$ cat src/rtl/i2c_status_consts.svh
// Summary of operation
// - Second-address hit bit shows which own address matched; cleared on stop/restart/disable.
// - Host header flag only with host type and address resolution enabled.
// - Default address flag only with address resolution enabled; same clears.
// - General call flag only with general call enabled; same clears.
// - Transmit direction taken from R/W bit at end of address phase.
// - Transmit direction cleared on stop, restart, arbitration loss or disable.
// - Busy set on SDA or SCL low, cleared by stop, even disabled.
// - Master flag set with start-generated flag; cleared by stop, arbitration loss, disable.
// - Status3 read following status1 read clears the address flag.
// - Last-transfer control marks next DMA end as final; NACK last byte in master receive mode only.
// - DMA request raised when enabled and tx empty or rx full.
// - Buffer flags raise event interrupt only with buffer interrupt enable.
// - Event interrupt on start, address, header, stop, byte finished, wakeup.
// - Error interrupt on any bus, arbitration, ack, overrun, checksum, timeout, alert.
// - Speed select 0 picks standard timing, 1 picks fast timing.
// - Standard mode: SCL high and low each one divider count.
// - Fast mode duty 0: high one count, low two counts.
// - Fast mode duty 1: high nine counts, low sixteen counts.
// - Arbitration loss returns to slave, clearing master flag.
//
// Purpose: register offsets, reset values and field positions
// Assumes: byte address = 4 * printed index on Avalon-MM
// Notes: index 0x02 collides with frequency setting; kept as given
`ifndef I2C_STATUS_CONSTS_SVH
`define I2C_STATUS_CONSTS_SVH
`define IDX_CLK_DIV_LOW 4'h2
`define IDX_BUS_STATE 4'h9
`define IDX_IRQ_DMA_CTRL 4'hA
`define IDX_CLK_DIV_HIGH 4'hC
`define IDX_STATUS1 4'h7
`define RST_CLK_DIV_LOW 8'h0B
`define RST_BUS_STATE 8'h00
`define RST_IRQ_DMA_CTRL 8'h00
`define RST_CLK_DIV_HIGH 8'h00
`define BIT_FAST 7
`define BIT_DUTY 6
`define BIT_LAST 4
`define BIT_DMA_REQUEST_ENABLE 3
`define BIT_BUFEN 2
`define BIT_EVTEN 1
`define BIT_ERREN 0
`define MUL_DUTY_HIGH 5'h09
`define MUL_DUTY_LOW 5'h10
`endif

$ cat src/rtl/i2c_status_pkg.sv
// Purpose: shared types for the status and clock block
// Assumes: nothing
// Notes: event groups carried as packed structs
package i2c_status_pkg;
    typedef struct packed {
        logic start_generated_flag;
        logic address_flag;
        logic ten_bit_header_sent;
        logic stop_seen_flag;
        logic byte_finished_flag;
        logic tx_empty_flag;
        logic rx_full_flag;
        logic halt_wakeup_flag;
    } event_flags_t;
    typedef struct packed {
        logic misplaced_condition_error;
        logic arbitration_lost_flag;
        logic ack_failure_flag;
        logic over_under_run_flag;
        logic checksum_error_flag;
        logic timeout_flag;
        logic smbus_alert_flag;
    } error_flags_t;
    typedef struct packed {
        logic addr_match;
        logic second_own;
        logic host_header;
        logic default_addr;
        logic general_call;
        logic rw_bit;
    } addr_info_t;
    typedef enum logic [1:0] {SCL_IDLE, SCL_HIGH, SCL_LOW} scl_state_t;
endpackage : i2c_status_pkg

$ cat src/rtl/i2c_status_irq_clockgen.sv
// Purpose: status 3, interrupt/DMA control and SCL generator
// Assumes: bus pins synchronous to mclk; events are one-cycle pulses
// Notes: registers answer with one wait cycle
`include "i2c_status_consts.svh"
`timescale 1ns/10ps
`default_nettype none
module i2c_status_irq_clockgen
    import i2c_status_pkg::*;
(
    // Clock and reset
    input wire logic mclk,
    input wire logic reset,
    // Avalon-MM slave
    input wire logic [5:0] address,
    input wire logic read,
    input wire logic write,
    input wire logic [31:0] writedata,
    output logic [31:0] readdata,
    output logic waitrequest,
    // Controller side
    input wire logic peripheral_enable,
    input wire logic smbus_host_type,
    input wire logic address_resolution_enable,
    input wire logic general_call_enable,
    input wire logic status1_read,
    input wire event_flags_t events,
    input wire error_flags_t errors,
    input wire addr_info_t addr_info,
    input wire logic restart_seen,
    input wire logic stop_seen,
    input wire logic scl_run,
    input wire logic dma_end_of_transfer,
    output logic address_flag_clear,
    output logic last_byte_nack,
    output logic dma_request,
    output logic event_irq,
    output logic error_irq,
    // Bus pins
    input wire logic sda_in,
    input wire logic scl_in,
    output logic scl_out,
    output logic scl_oe
);
    logic [7:0] clk_div_low_r;
    logic [7:0] clk_div_high_r;
    logic [4:0] irq_dma_r;
    logic second_own_address_hit_r;
    logic smbus_host_header_seen_r;
    logic smbus_default_address_seen_r;
    logic general_call_seen_r;
    logic transmit_direction_r;
    logic bus_busy_r;
    logic master_mode_flag_r;
    logic status1_seen_r;
    logic ack_r;
    logic [31:0] readdata_r;
    logic last_armed_r;
    scl_state_t scl_state_r;
    logic [16:0] scl_count_r;
    logic clear_all;
    logic acc;
    logic [3:0] idx;
    logic [7:0] status3;
    logic [11:0] scl_divider;
    logic [16:0] high_count;
    logic [16:0] low_count;

    // Scale divider by a phase multiplier
    function automatic logic [16:0] scale(input logic [11:0] d,
                                          input logic [4:0] m);
        scale = 17'(d) * 17'(m);
    endfunction : scale

    assign idx = address[5:2];
    assign acc = (read | write) & ~ack_r;
    assign waitrequest = (read | write) & ~ack_r;
    assign readdata = readdata_r;
    assign clear_all = stop_seen | restart_seen | ~peripheral_enable;
    assign scl_divider = {clk_div_high_r[3:0], clk_div_low_r};
    assign status3 = {second_own_address_hit_r, smbus_host_header_seen_r,
                      smbus_default_address_seen_r, general_call_seen_r,
                      1'b0, transmit_direction_r, bus_busy_r,
                      master_mode_flag_r};

    // One wait cycle then answer
    always_ff @(posedge mclk)
    begin
        if (reset)
            ack_r <= 1'b0;
        else
            ack_r <= acc;
    end

    always_ff @(posedge mclk)
    begin
        if (reset)
            readdata_r <= 32'h0000_0000;
        else if (acc && read)
        begin
            case (idx)
                `IDX_CLK_DIV_LOW: readdata_r <= {24'h0, clk_div_low_r};
                `IDX_BUS_STATE: readdata_r <= {24'h0, status3};
                `IDX_IRQ_DMA_CTRL: readdata_r <= {27'h0, irq_dma_r};
                `IDX_CLK_DIV_HIGH: readdata_r <= {24'h0, clk_div_high_r[7:6],
                                                  2'b00, clk_div_high_r[3:0]};
                default: readdata_r <= 32'h0000_0000;
            endcase
        end
    end

    // software writes divider only when disabled
    always_ff @(posedge mclk)
    begin
        if (reset)
        begin
            clk_div_low_r <= `RST_CLK_DIV_LOW;
            clk_div_high_r <= `RST_CLK_DIV_HIGH;
            irq_dma_r <= 5'(`RST_IRQ_DMA_CTRL);
        end
        else if (ack_r && write)
        begin
            if (idx == `IDX_CLK_DIV_LOW)
                clk_div_low_r <= writedata[7:0];
            if (idx == `IDX_CLK_DIV_HIGH)
                clk_div_high_r <= {writedata[7:6], 2'b00, writedata[3:0]};
            if (idx == `IDX_IRQ_DMA_CTRL)
                irq_dma_r <= writedata[4:0];
        end
    end

    // status1 then status3 read clears address flag
    always_ff @(posedge mclk)
    begin
        if (reset)
            status1_seen_r <= 1'b0;
        else if (acc && read && idx == `IDX_BUS_STATE)
            status1_seen_r <= 1'b0;
        else if (status1_read)
            status1_seen_r <= 1'b1;
    end
    assign address_flag_clear = acc & read & (idx == `IDX_BUS_STATE)
                                & status1_seen_r;

    always_ff @(posedge mclk)
    begin
        if (reset || clear_all)
            second_own_address_hit_r <= 1'b0;
        else if (addr_info.addr_match)
            second_own_address_hit_r <= addr_info.second_own;
    end

    always_ff @(posedge mclk)
    begin
        if (reset || clear_all)
        begin
            smbus_host_header_seen_r <= 1'b0;
            smbus_default_address_seen_r <= 1'b0;
            general_call_seen_r <= 1'b0;
        end
        else if (addr_info.addr_match)
        begin
            smbus_host_header_seen_r <= addr_info.host_header
                & smbus_host_type & address_resolution_enable;
            smbus_default_address_seen_r <= addr_info.default_addr
                & address_resolution_enable;
            general_call_seen_r <= addr_info.general_call
                & general_call_enable;
        end
    end

    // direction cleared on stop, restart, loss, disable
    always_ff @(posedge mclk)
    begin
        if (reset || clear_all || errors.arbitration_lost_flag)
            transmit_direction_r <= 1'b0;
        else if (events.address_flag)
            transmit_direction_r <= addr_info.rw_bit;
    end

    // busy tracks the lines even when disabled
    always_ff @(posedge mclk)
    begin
        if (reset)
            bus_busy_r <= 1'b0;
        else if (!sda_in || !scl_in)
            bus_busy_r <= 1'b1;
        else if (stop_seen)
            bus_busy_r <= 1'b0;
    end

    // master flag, dropped on loss or stop
    always_ff @(posedge mclk)
    begin
        if (reset || stop_seen || errors.arbitration_lost_flag
            || !peripheral_enable)
            master_mode_flag_r <= 1'b0;
        else if (events.start_generated_flag)
            master_mode_flag_r <= 1'b1;
    end

    // last transfer arms NACK on next DMA end
    always_ff @(posedge mclk)
    begin
        if (reset || !peripheral_enable)
            last_armed_r <= 1'b0;
        else if (dma_end_of_transfer)
            last_armed_r <= irq_dma_r[`BIT_LAST];
    end
    assign last_byte_nack = last_armed_r & master_mode_flag_r
                            & ~transmit_direction_r;

    assign dma_request = irq_dma_r[`BIT_DMA_REQUEST_ENABLE]
                         & (events.tx_empty_flag | events.rx_full_flag);

    assign event_irq = irq_dma_r[`BIT_EVTEN]
        & (events.start_generated_flag | events.address_flag
           | events.ten_bit_header_sent | events.stop_seen_flag
           | events.byte_finished_flag | events.halt_wakeup_flag
           | (irq_dma_r[`BIT_BUFEN]
              & (events.tx_empty_flag | events.rx_full_flag)));

    assign error_irq = irq_dma_r[`BIT_ERREN] & (|errors);

    always_comb
    begin
        high_count = 17'(scl_divider);
        low_count = 17'(scl_divider);
        if (clk_div_high_r[`BIT_FAST])
        begin
            if (clk_div_high_r[`BIT_DUTY])
            begin
                high_count = scale(scl_divider, `MUL_DUTY_HIGH);
                low_count = scale(scl_divider, `MUL_DUTY_LOW);
            end
            else
                low_count = scale(scl_divider, 5'h02);
        end
    end

    // counter restarts at every phase change
    always_ff @(posedge mclk)
    begin
        if (reset)
        begin
            scl_state_r <= SCL_IDLE;
            scl_count_r <= 17'h00001;
        end
        else
        begin
            case (scl_state_r)
                SCL_IDLE:
                    if (scl_run && peripheral_enable)
                    begin
                        scl_state_r <= SCL_LOW;
                        scl_count_r <= 17'h00001;
                    end
                SCL_LOW:
                    if (scl_count_r >= low_count)
                    begin
                        scl_state_r <= SCL_HIGH;
                        scl_count_r <= 17'h00001;
                    end
                    else
                        scl_count_r <= scl_count_r + 17'h00001;
                SCL_HIGH:
                    if (scl_count_r >= high_count)
                    begin
                        scl_state_r <= (scl_run && peripheral_enable)
                                       ? SCL_LOW : SCL_IDLE;
                        scl_count_r <= 17'h00001;
                    end
                    else
                        scl_count_r <= scl_count_r + 17'h00001;
                default:
                    scl_state_r <= SCL_IDLE;
            endcase
        end
    end
    assign scl_out = 1'b0;
    assign scl_oe = (scl_state_r == SCL_LOW);
endmodule : i2c_status_irq_clockgen
`default_nettype wire

$ cat config.mk
export PLATFORM = sky130hd
export DESIGN_NAME = i2c_status_irq_clockgen
export DESIGN_NICKNAME = d
export VERILOG_FILES = /design/src/rtl/i2c_status_pkg.sv /design/src/rtl/i2c_status_irq_clockgen.sv
export VERILOG_INCLUDE_DIRS = /design/src /design/src/rtl
export SDC_FILE = /design/constraint.sdc
export NUM_CORES = 1
export LEC_CHECK = 0
export ABC_AREA = 1
export BUFFER_PORTS_ARGS = -buffer_cell sky130_fd_sc_hd__buf_2
export CORE_MARGIN = 2
export CORE_UTILIZATION = 55
export CTS_CLUSTER_DIAMETER = 30
export DETAILED_ROUTE_END_ITERATION = 8
export GPL_ROUTABILITY_DRIVEN = 1
export GPL_TIMING_DRIVEN = 0
export HOLD_SLACK_MARGIN = 0.05
export PLACE_DENSITY = 0.8
export SYNTH_ARGS = -nofsm -noshare
export SYNTH_HDL_FRONTEND = slang
export SYNTH_SLANG_ARGS = --single-unit
$ cat constraint.sdc
create_clock -name mclk -period 3.89 [get_ports mclk]
set_input_delay 0.389 -clock mclk [delete_from_list [all_inputs] [get_ports mclk]]
set_output_delay 0.389 -clock mclk [all_outputs]
set_load 0.05 [all_outputs]
Yosys cells after proc, flatten, opt, wreduce, memory -nomap -nowiden
Cells that the tools add are included.
{"block": "word_totals", "ff_bits": 80, "out_inout_bits": 40, "wordCells": 96}
{"block": "op_classes", "n_addsub": 1, "n_mul": 1, "n_lt_le_gt_ge": 2, "eq_ne": 9, "mux": 16, "bitwise": 27, "reduce_logical": 24}
{"op": "$mux 16", "n": 4}
{"op": "$mux 17", "n": 3}
{"op": "$pmux 17 s3", "n": 1}
{"op": "$ge 17x17->1", "n": 2}
{"op": "$pmux 8 s4", "n": 1}
{"op": "$add 17x1->17 const B", "n": 1}
{"op": "$mul 12x4->16 const B", "n": 1}
{"op": "$and 1x1->1", "n": 14}
{"op": "$eq 4x4->1 const B", "n": 3}
{"op": "$or 1x1->1", "n": 10}
{"op": "$mux 2", "n": 4}
{"op": "$reduce_and 2->1", "n": 4}
{"op": "$logic_or 1x1->1", "n": 7}
{"op": "$reduce_or 7->1", "n": 1}
{"op": "$pmux 2 s3", "n": 1}
{"op": "$eq 4x2->1 const B", "n": 1}
{"op": "$logic_and 1x1->1", "n": 4}
{"op": "$ne 2x2->1 const B", "n": 2}
{"op": "$logic_not 1->1", "n": 3}
{"op": "$not 1->1", "n": 3}
{"op": "$reduce_and 3->1", "n": 1}
{"op": "$reduce_bool 3->1", "n": 1}
{"op": "$eq 2x1->1 const B", "n": 1}
{"op": "$eq 2x2->1 const B", "n": 1}
{"op": "other kinds (5)", "n": 6}

Longest topological paths before layout
{"block": "logic_depth", "word_depth": 7, "depth_mapped": 22, "mapped_depth_nobuf": 22}

Least setup slack after synthesis
No wires, ideal clock.
{"block": "synth_timing", "path_type": "reg-to-reg", "from": "register clk_div_low_r[5]", "to": "register scl_count_r[14]", "setup_ns": 0.139, "arrival_time_ns": 2.859, "required_time_ns": 3.751, "path_slack_ns": 0.892, "stages_incl_launch_ff": 23, "path_cell_list": "dfxtp_1 ha_1 ha_1 nand2_1 nand2_1 a21oi_1 and2_1 o21ai_0 nand2_1 inv_1 nor2_1 o21ai_0 ha_1 nand2_1 nor2_2 nand2_2 nor2_1 nor2_2 nand4_4 nand2_4 buf_12 nand3_2 a21oi_2"}
{"block": "synth_via", "elab_chain_len": 6}
{"element": "start, declared", "line_no": "i2c_status_irq_clockgen.sv:44", "text": "logic [7:0] clk_div_low_r;"}
{"element": "start signal, assigned", "line_no": "i2c_status_irq_clockgen.sv:116", "text": "clk_div_low_r <= `RST_CLK_DIV_LOW;"}
{"element": "start signal, assigned", "line_no": "i2c_status_irq_clockgen.sv:123", "text": "clk_div_low_r <= writedata[7:0];"}
{"element": "$mul 12x4->16", "line_no": "i2c_status_irq_clockgen.sv:71", "text": "scale = 17'(d) * 17'(m);"}
{"element": "$mux 16", "line_no": "i2c_status_irq_clockgen.sv:230", "text": "if (clk_div_high_r[`BIT_DUTY])"}
{"element": "$mux 16", "line_no": "i2c_status_irq_clockgen.sv:228", "text": "if (clk_div_high_r[`BIT_FAST])"}
{"element": "$ge 17x17->1", "line_no": "i2c_status_irq_clockgen.sv:266", "text": "if (scl_count_r >= high_count)"}
{"element": "$mux 17", "line_no": "i2c_status_irq_clockgen.sv:266"}
{"element": "$pmux 17 s3 (*)", "line_no": "i2c_status_irq_clockgen.sv:250", "text": "case (scl_state_r)"}
{"element": "end signal, assigned", "line_no": "i2c_status_irq_clockgen.sv:264", "text": "scl_count_r <= scl_count_r + 17'h00001;"}
{"element": "end signal, assigned", "line_no": "i2c_status_irq_clockgen.sv:273", "text": "scl_count_r <= scl_count_r + 17'h00001;"}
{"element": "end, declared", "line_no": "i2c_status_irq_clockgen.sv:59", "text": "logic [16:0] scl_count_r;"}
Every way passes the cells marked *; elsewhere a longest branch is shown, timed or not.
A chain may end at the register's enable or synchronous reset.

Final worst setup path
{"block": "layout_timing", "from": "register clk_div_low_r[3]", "to": "register scl_count_r[12]"}
Same word-level chain as after synthesis.

==> impl_metrics.yaml <==
global_routing:
  overflow: 0
  track_usage: 0.264
  grt_pass1_wl_um: 19200
  grt_pass1_vias: 4159
  antenna_found_initial: 0
  grt_max_degree: 19
cts:
  clk_path_buf_depth: 2
  post-cts-setup-buffers: 0
  cts_inserted_buffers: 5
  insertion_delay_ps: 320
  cts.sinks: 56
  ctsRootBufferMaster: "clkbuf_8"
  cts.clk_slew.worst_paths_ps: 110
  hold_buffers: 0
  cts_tree: "built"
  cts_max_level: 2
pwr:
  power.static_leakage_nw: 2.60
  finalPower_mw: 1.50
  comb_power_share: 0.289
  p_switching_uw: 514
  cellPowerDensity_mw_per_mm2: 282
  intPower_uw: 991
  worst_ir_drop_vdd_v: 0.000315
  swShare: 0.342
  p_clk_frac: 0.308
  power_frac_seq: 0.403
die:
  initial_core_util: 0.567
  die_w_um: 96.0
  dieArea_mm2: 0.00922
  io_pins: 114
  die_h_um: 96.0
  rows: 33
  core-area_mm2: 0.00822
sta:
  final.setup_skew_ps: 14.7
  fin_crit_sh: 0.933
  period_needed_ps: 3630
  worstMarginPinSlew_ps: 767
  setup_tns_ps: 0
  relSlewSlack: 0.488
  fmax_ghz: 0.276
  rsz0062_at_grt: "false"
  hold_viol_final: 0
  maxSlewViolCount: 0
  hold_ws_ps: 245
  setup_violations: 0
cells_and_area:
  regArea_mm2: 0.00113
  drive_gt1_frac: 0.179
  final_cell_mix: "nand2_1 (134), inv_1 (82), a21oi_1 (70)"
  fin_nets: 893
  fillers: 741
  diodes: 0
  final_common_cell: "nand2_1"
  fin_area_mm2: 0.00533
  multiInputGateArea_mm2: 0.00304
  syn_to_final_growth_pct: 14.4
setup_path:
  cp_data_arrival_time_ps: 3800
  critPathKind: "flop to flop"
  cp_slowest_stage_delay_ps: 440
  cp-start-kind: "flop"
  worstPathMaxFanout: 10
  crit_chain: "ha_1 > ha_1 > nand3_1 > nand2_1 > nand4_1 > and2_1 > o21ai_1 > nand2_1 > inv_1 > nand3_1 > ha_1 > nand2_2 > o21ai_0 > nor2_2 > nand4_4 > nand2_4 > buf_12 > nand3_2 > a21oi_2"
  end_kind: "flop"
  required_ps: 4060
  cpMostUsedCell: "ha_1"
  cpMaxStageDelayCell: "dfxtp_1"
routing:
  wirelength_um: 11900
  routedWlPerCell_um: 13.7
  route.vias.total: 4689
  viasPerCell: 5.40
  drt_first_pass_iters: 5
  route.detailed.drc: 0
  drt.antenna.violating_nets: 0
  dr.first_iter.drc_count: 341
run_status:
  status: "finished clean"
synth:
  ys_async_sr_fraction: 0
  synth.avg_cell_area_um2: 6.94
  synth_cell_types: 42
  synth_area_mm2: 0.00466
  yosys_warnings: 0
  synth-edff-count: 0
  synth_ff_type: "dfxtp_1"
  synthCells: 671
  ys_seq_area_frac: 0.241
  synth-seq-cells: 56
place:
  portBuffers: 61
  gp_congestion: 0.994
  place_hpwl_um: 9700
  placed_cell_area_mm2: 0.00518
job:
  maxCapViolations: 0
worst_hold_path:
  hp-class: "primary input to flop"
-- power groups by stage --
stage / clock [mW] / combinational [mW] / sequential [mW]
6_report: 0.464 / 0.435 / 0.606
3_3_place_gp: 0 / 0.420 / 0.617
2_1_floorplan: 0 / 0.337 / 0.616
3_5_place_dp: 0 / 0.433 / 0.619
5_1_grt: 0.483 / 0.474 / 0.608
4_1_cts: 0.465 / 0.434 / 0.606
-- flip-flops by register name, summed over array words and instances, names as in the netlist --
signal,cells
ack_r,1
bus_busy_r,1
clk_div_high_r,6
clk_div_low_r,8
general_call_seen_r,1
irq_dma_r,5
last_armed_r,1
master_mode_flag_r,1
readdata,8
scl_count_r,17
scl_state_r,2
second_own_address_hit_r,1
smbus_default_address_seen_r,1
smbus_host_header_seen_r,1
status1_seen_r,1
transmit_direction_r,1
-- what timing repair did --
item	CTS	global route
resized for setup	0	5
setup endpoints to repair	0	14
endpoints found under the hold margin	0	0
-- metal layers --
| layer | global-route usage | share of wire | vias to the layer above |
|---|---|---|---|
| met5 | 0 | 0 | - |
| met4 | 0.0726 | 0.017 | 0 |
| met3 | 0.0352 | 0.057 | 19 |
| met2 | 0.434 | 0.48 | 159 |
| met1 | 0.362 | 0.45 | 2140 |
| li1 | - | - | 2371 |
-- synth_stat cells (2+ instances only) --
master | n | area, um^2
nor2_1 | 44 | 165
dfxtp_1 | 56 | 1120
nand3_2 | 11 | 110
xor2_1 | 14 | 123
a31oi_1 | 3 | 18.8
nand2_2 | 2 | 12.5
nand3_1 | 28 | 140
a221oi_1 | 2 | 17.5
mux2i_1 | 2 | 20.0
xnor2_1 | 3 | 26.3
a22oi_1 | 3 | 22.5
a21oi_2 | 10 | 87.6
o21ai_0 | 55 | 275
nor4_1 | 4 | 25.0
ha_1 | 55 | 688
clkbuf_1 | 13 | 48.8
a21oi_1 | 70 | 350
nor3_1 | 10 | 50.1
o22ai_1 | 7 | 43.8
inv_1 | 82 | 308
nand2_1 | 134 | 503
nor2_2 | 5 | 31.3
nand3b_1 | 2 | 15.0
o211ai_1 | 2 | 15.0
nand4_1 | 9 | 56.3
inv_2 | 3 | 11.3
buf_4 | 26 | 195
a21o_1 | 2 | 15.0
-- final timing paths --
path | start | to | slack (ps) | cells past startpoint
max | clk_div_low_r[3] | scl_count_r[12] | 260 | 19
min | scl_in | bus_busy_r | 250 | 2
max reg2reg | clk_div_low_r[3] | scl_count_r[12] | 260 | 19
min reg2reg | smbus_default_address_seen_r | smbus_default_address_seen_r | 470 | 2
-- cell type report --
type,instances,share of cell area
buffer,41,0.0505
clock buffer,5,0.0129
clock inverter,3,0.0129
inverter,85,0.0599
multi-input combinational,513,0.570
sequential,56,0.211
tap,105,0.0247
timing repair buffer,61,0.0573
-- kinds of logic (layout without fill, tap and decap cells) --
group                    after synthesis  count (layout)  share of synthesized area
AO/OA/AOI/OAI                        157             157                      0.187
buffers and inverters                126             195                      0.126
adder cells (fa/ha/maj)               56              56                      0.152
other                                  1              25                   0.000805
multiplexers                           2               2                    0.00430
AND/OR/NAND/NOR                      256             256                      0.257
flip-flops                            56              56                      0.241
XOR/XNOR                              17              17                     0.0320
-- worst max-delay path: cells and delay by family, from the launching register on --
kind	cells	cell delay, ps
simple gates	11	1150
fa+ha+maj	3	950
compound gates	3	670
flops	1	440
buf+inv	2	260
-- per-stage QoR --
stage | setup slack (ps) | utilization | cells
after floorplan | 892 | - | 695
after global placement | 315 | 0.631 | 861
after detailed placement | 220 | 0.631 | 861
after CTS | 177 | 0.648 | 869
after global routing | 9.07 | 0.648 | 869
final | 261 | 0.648 | 869
(Power assumes the default switching activity.)
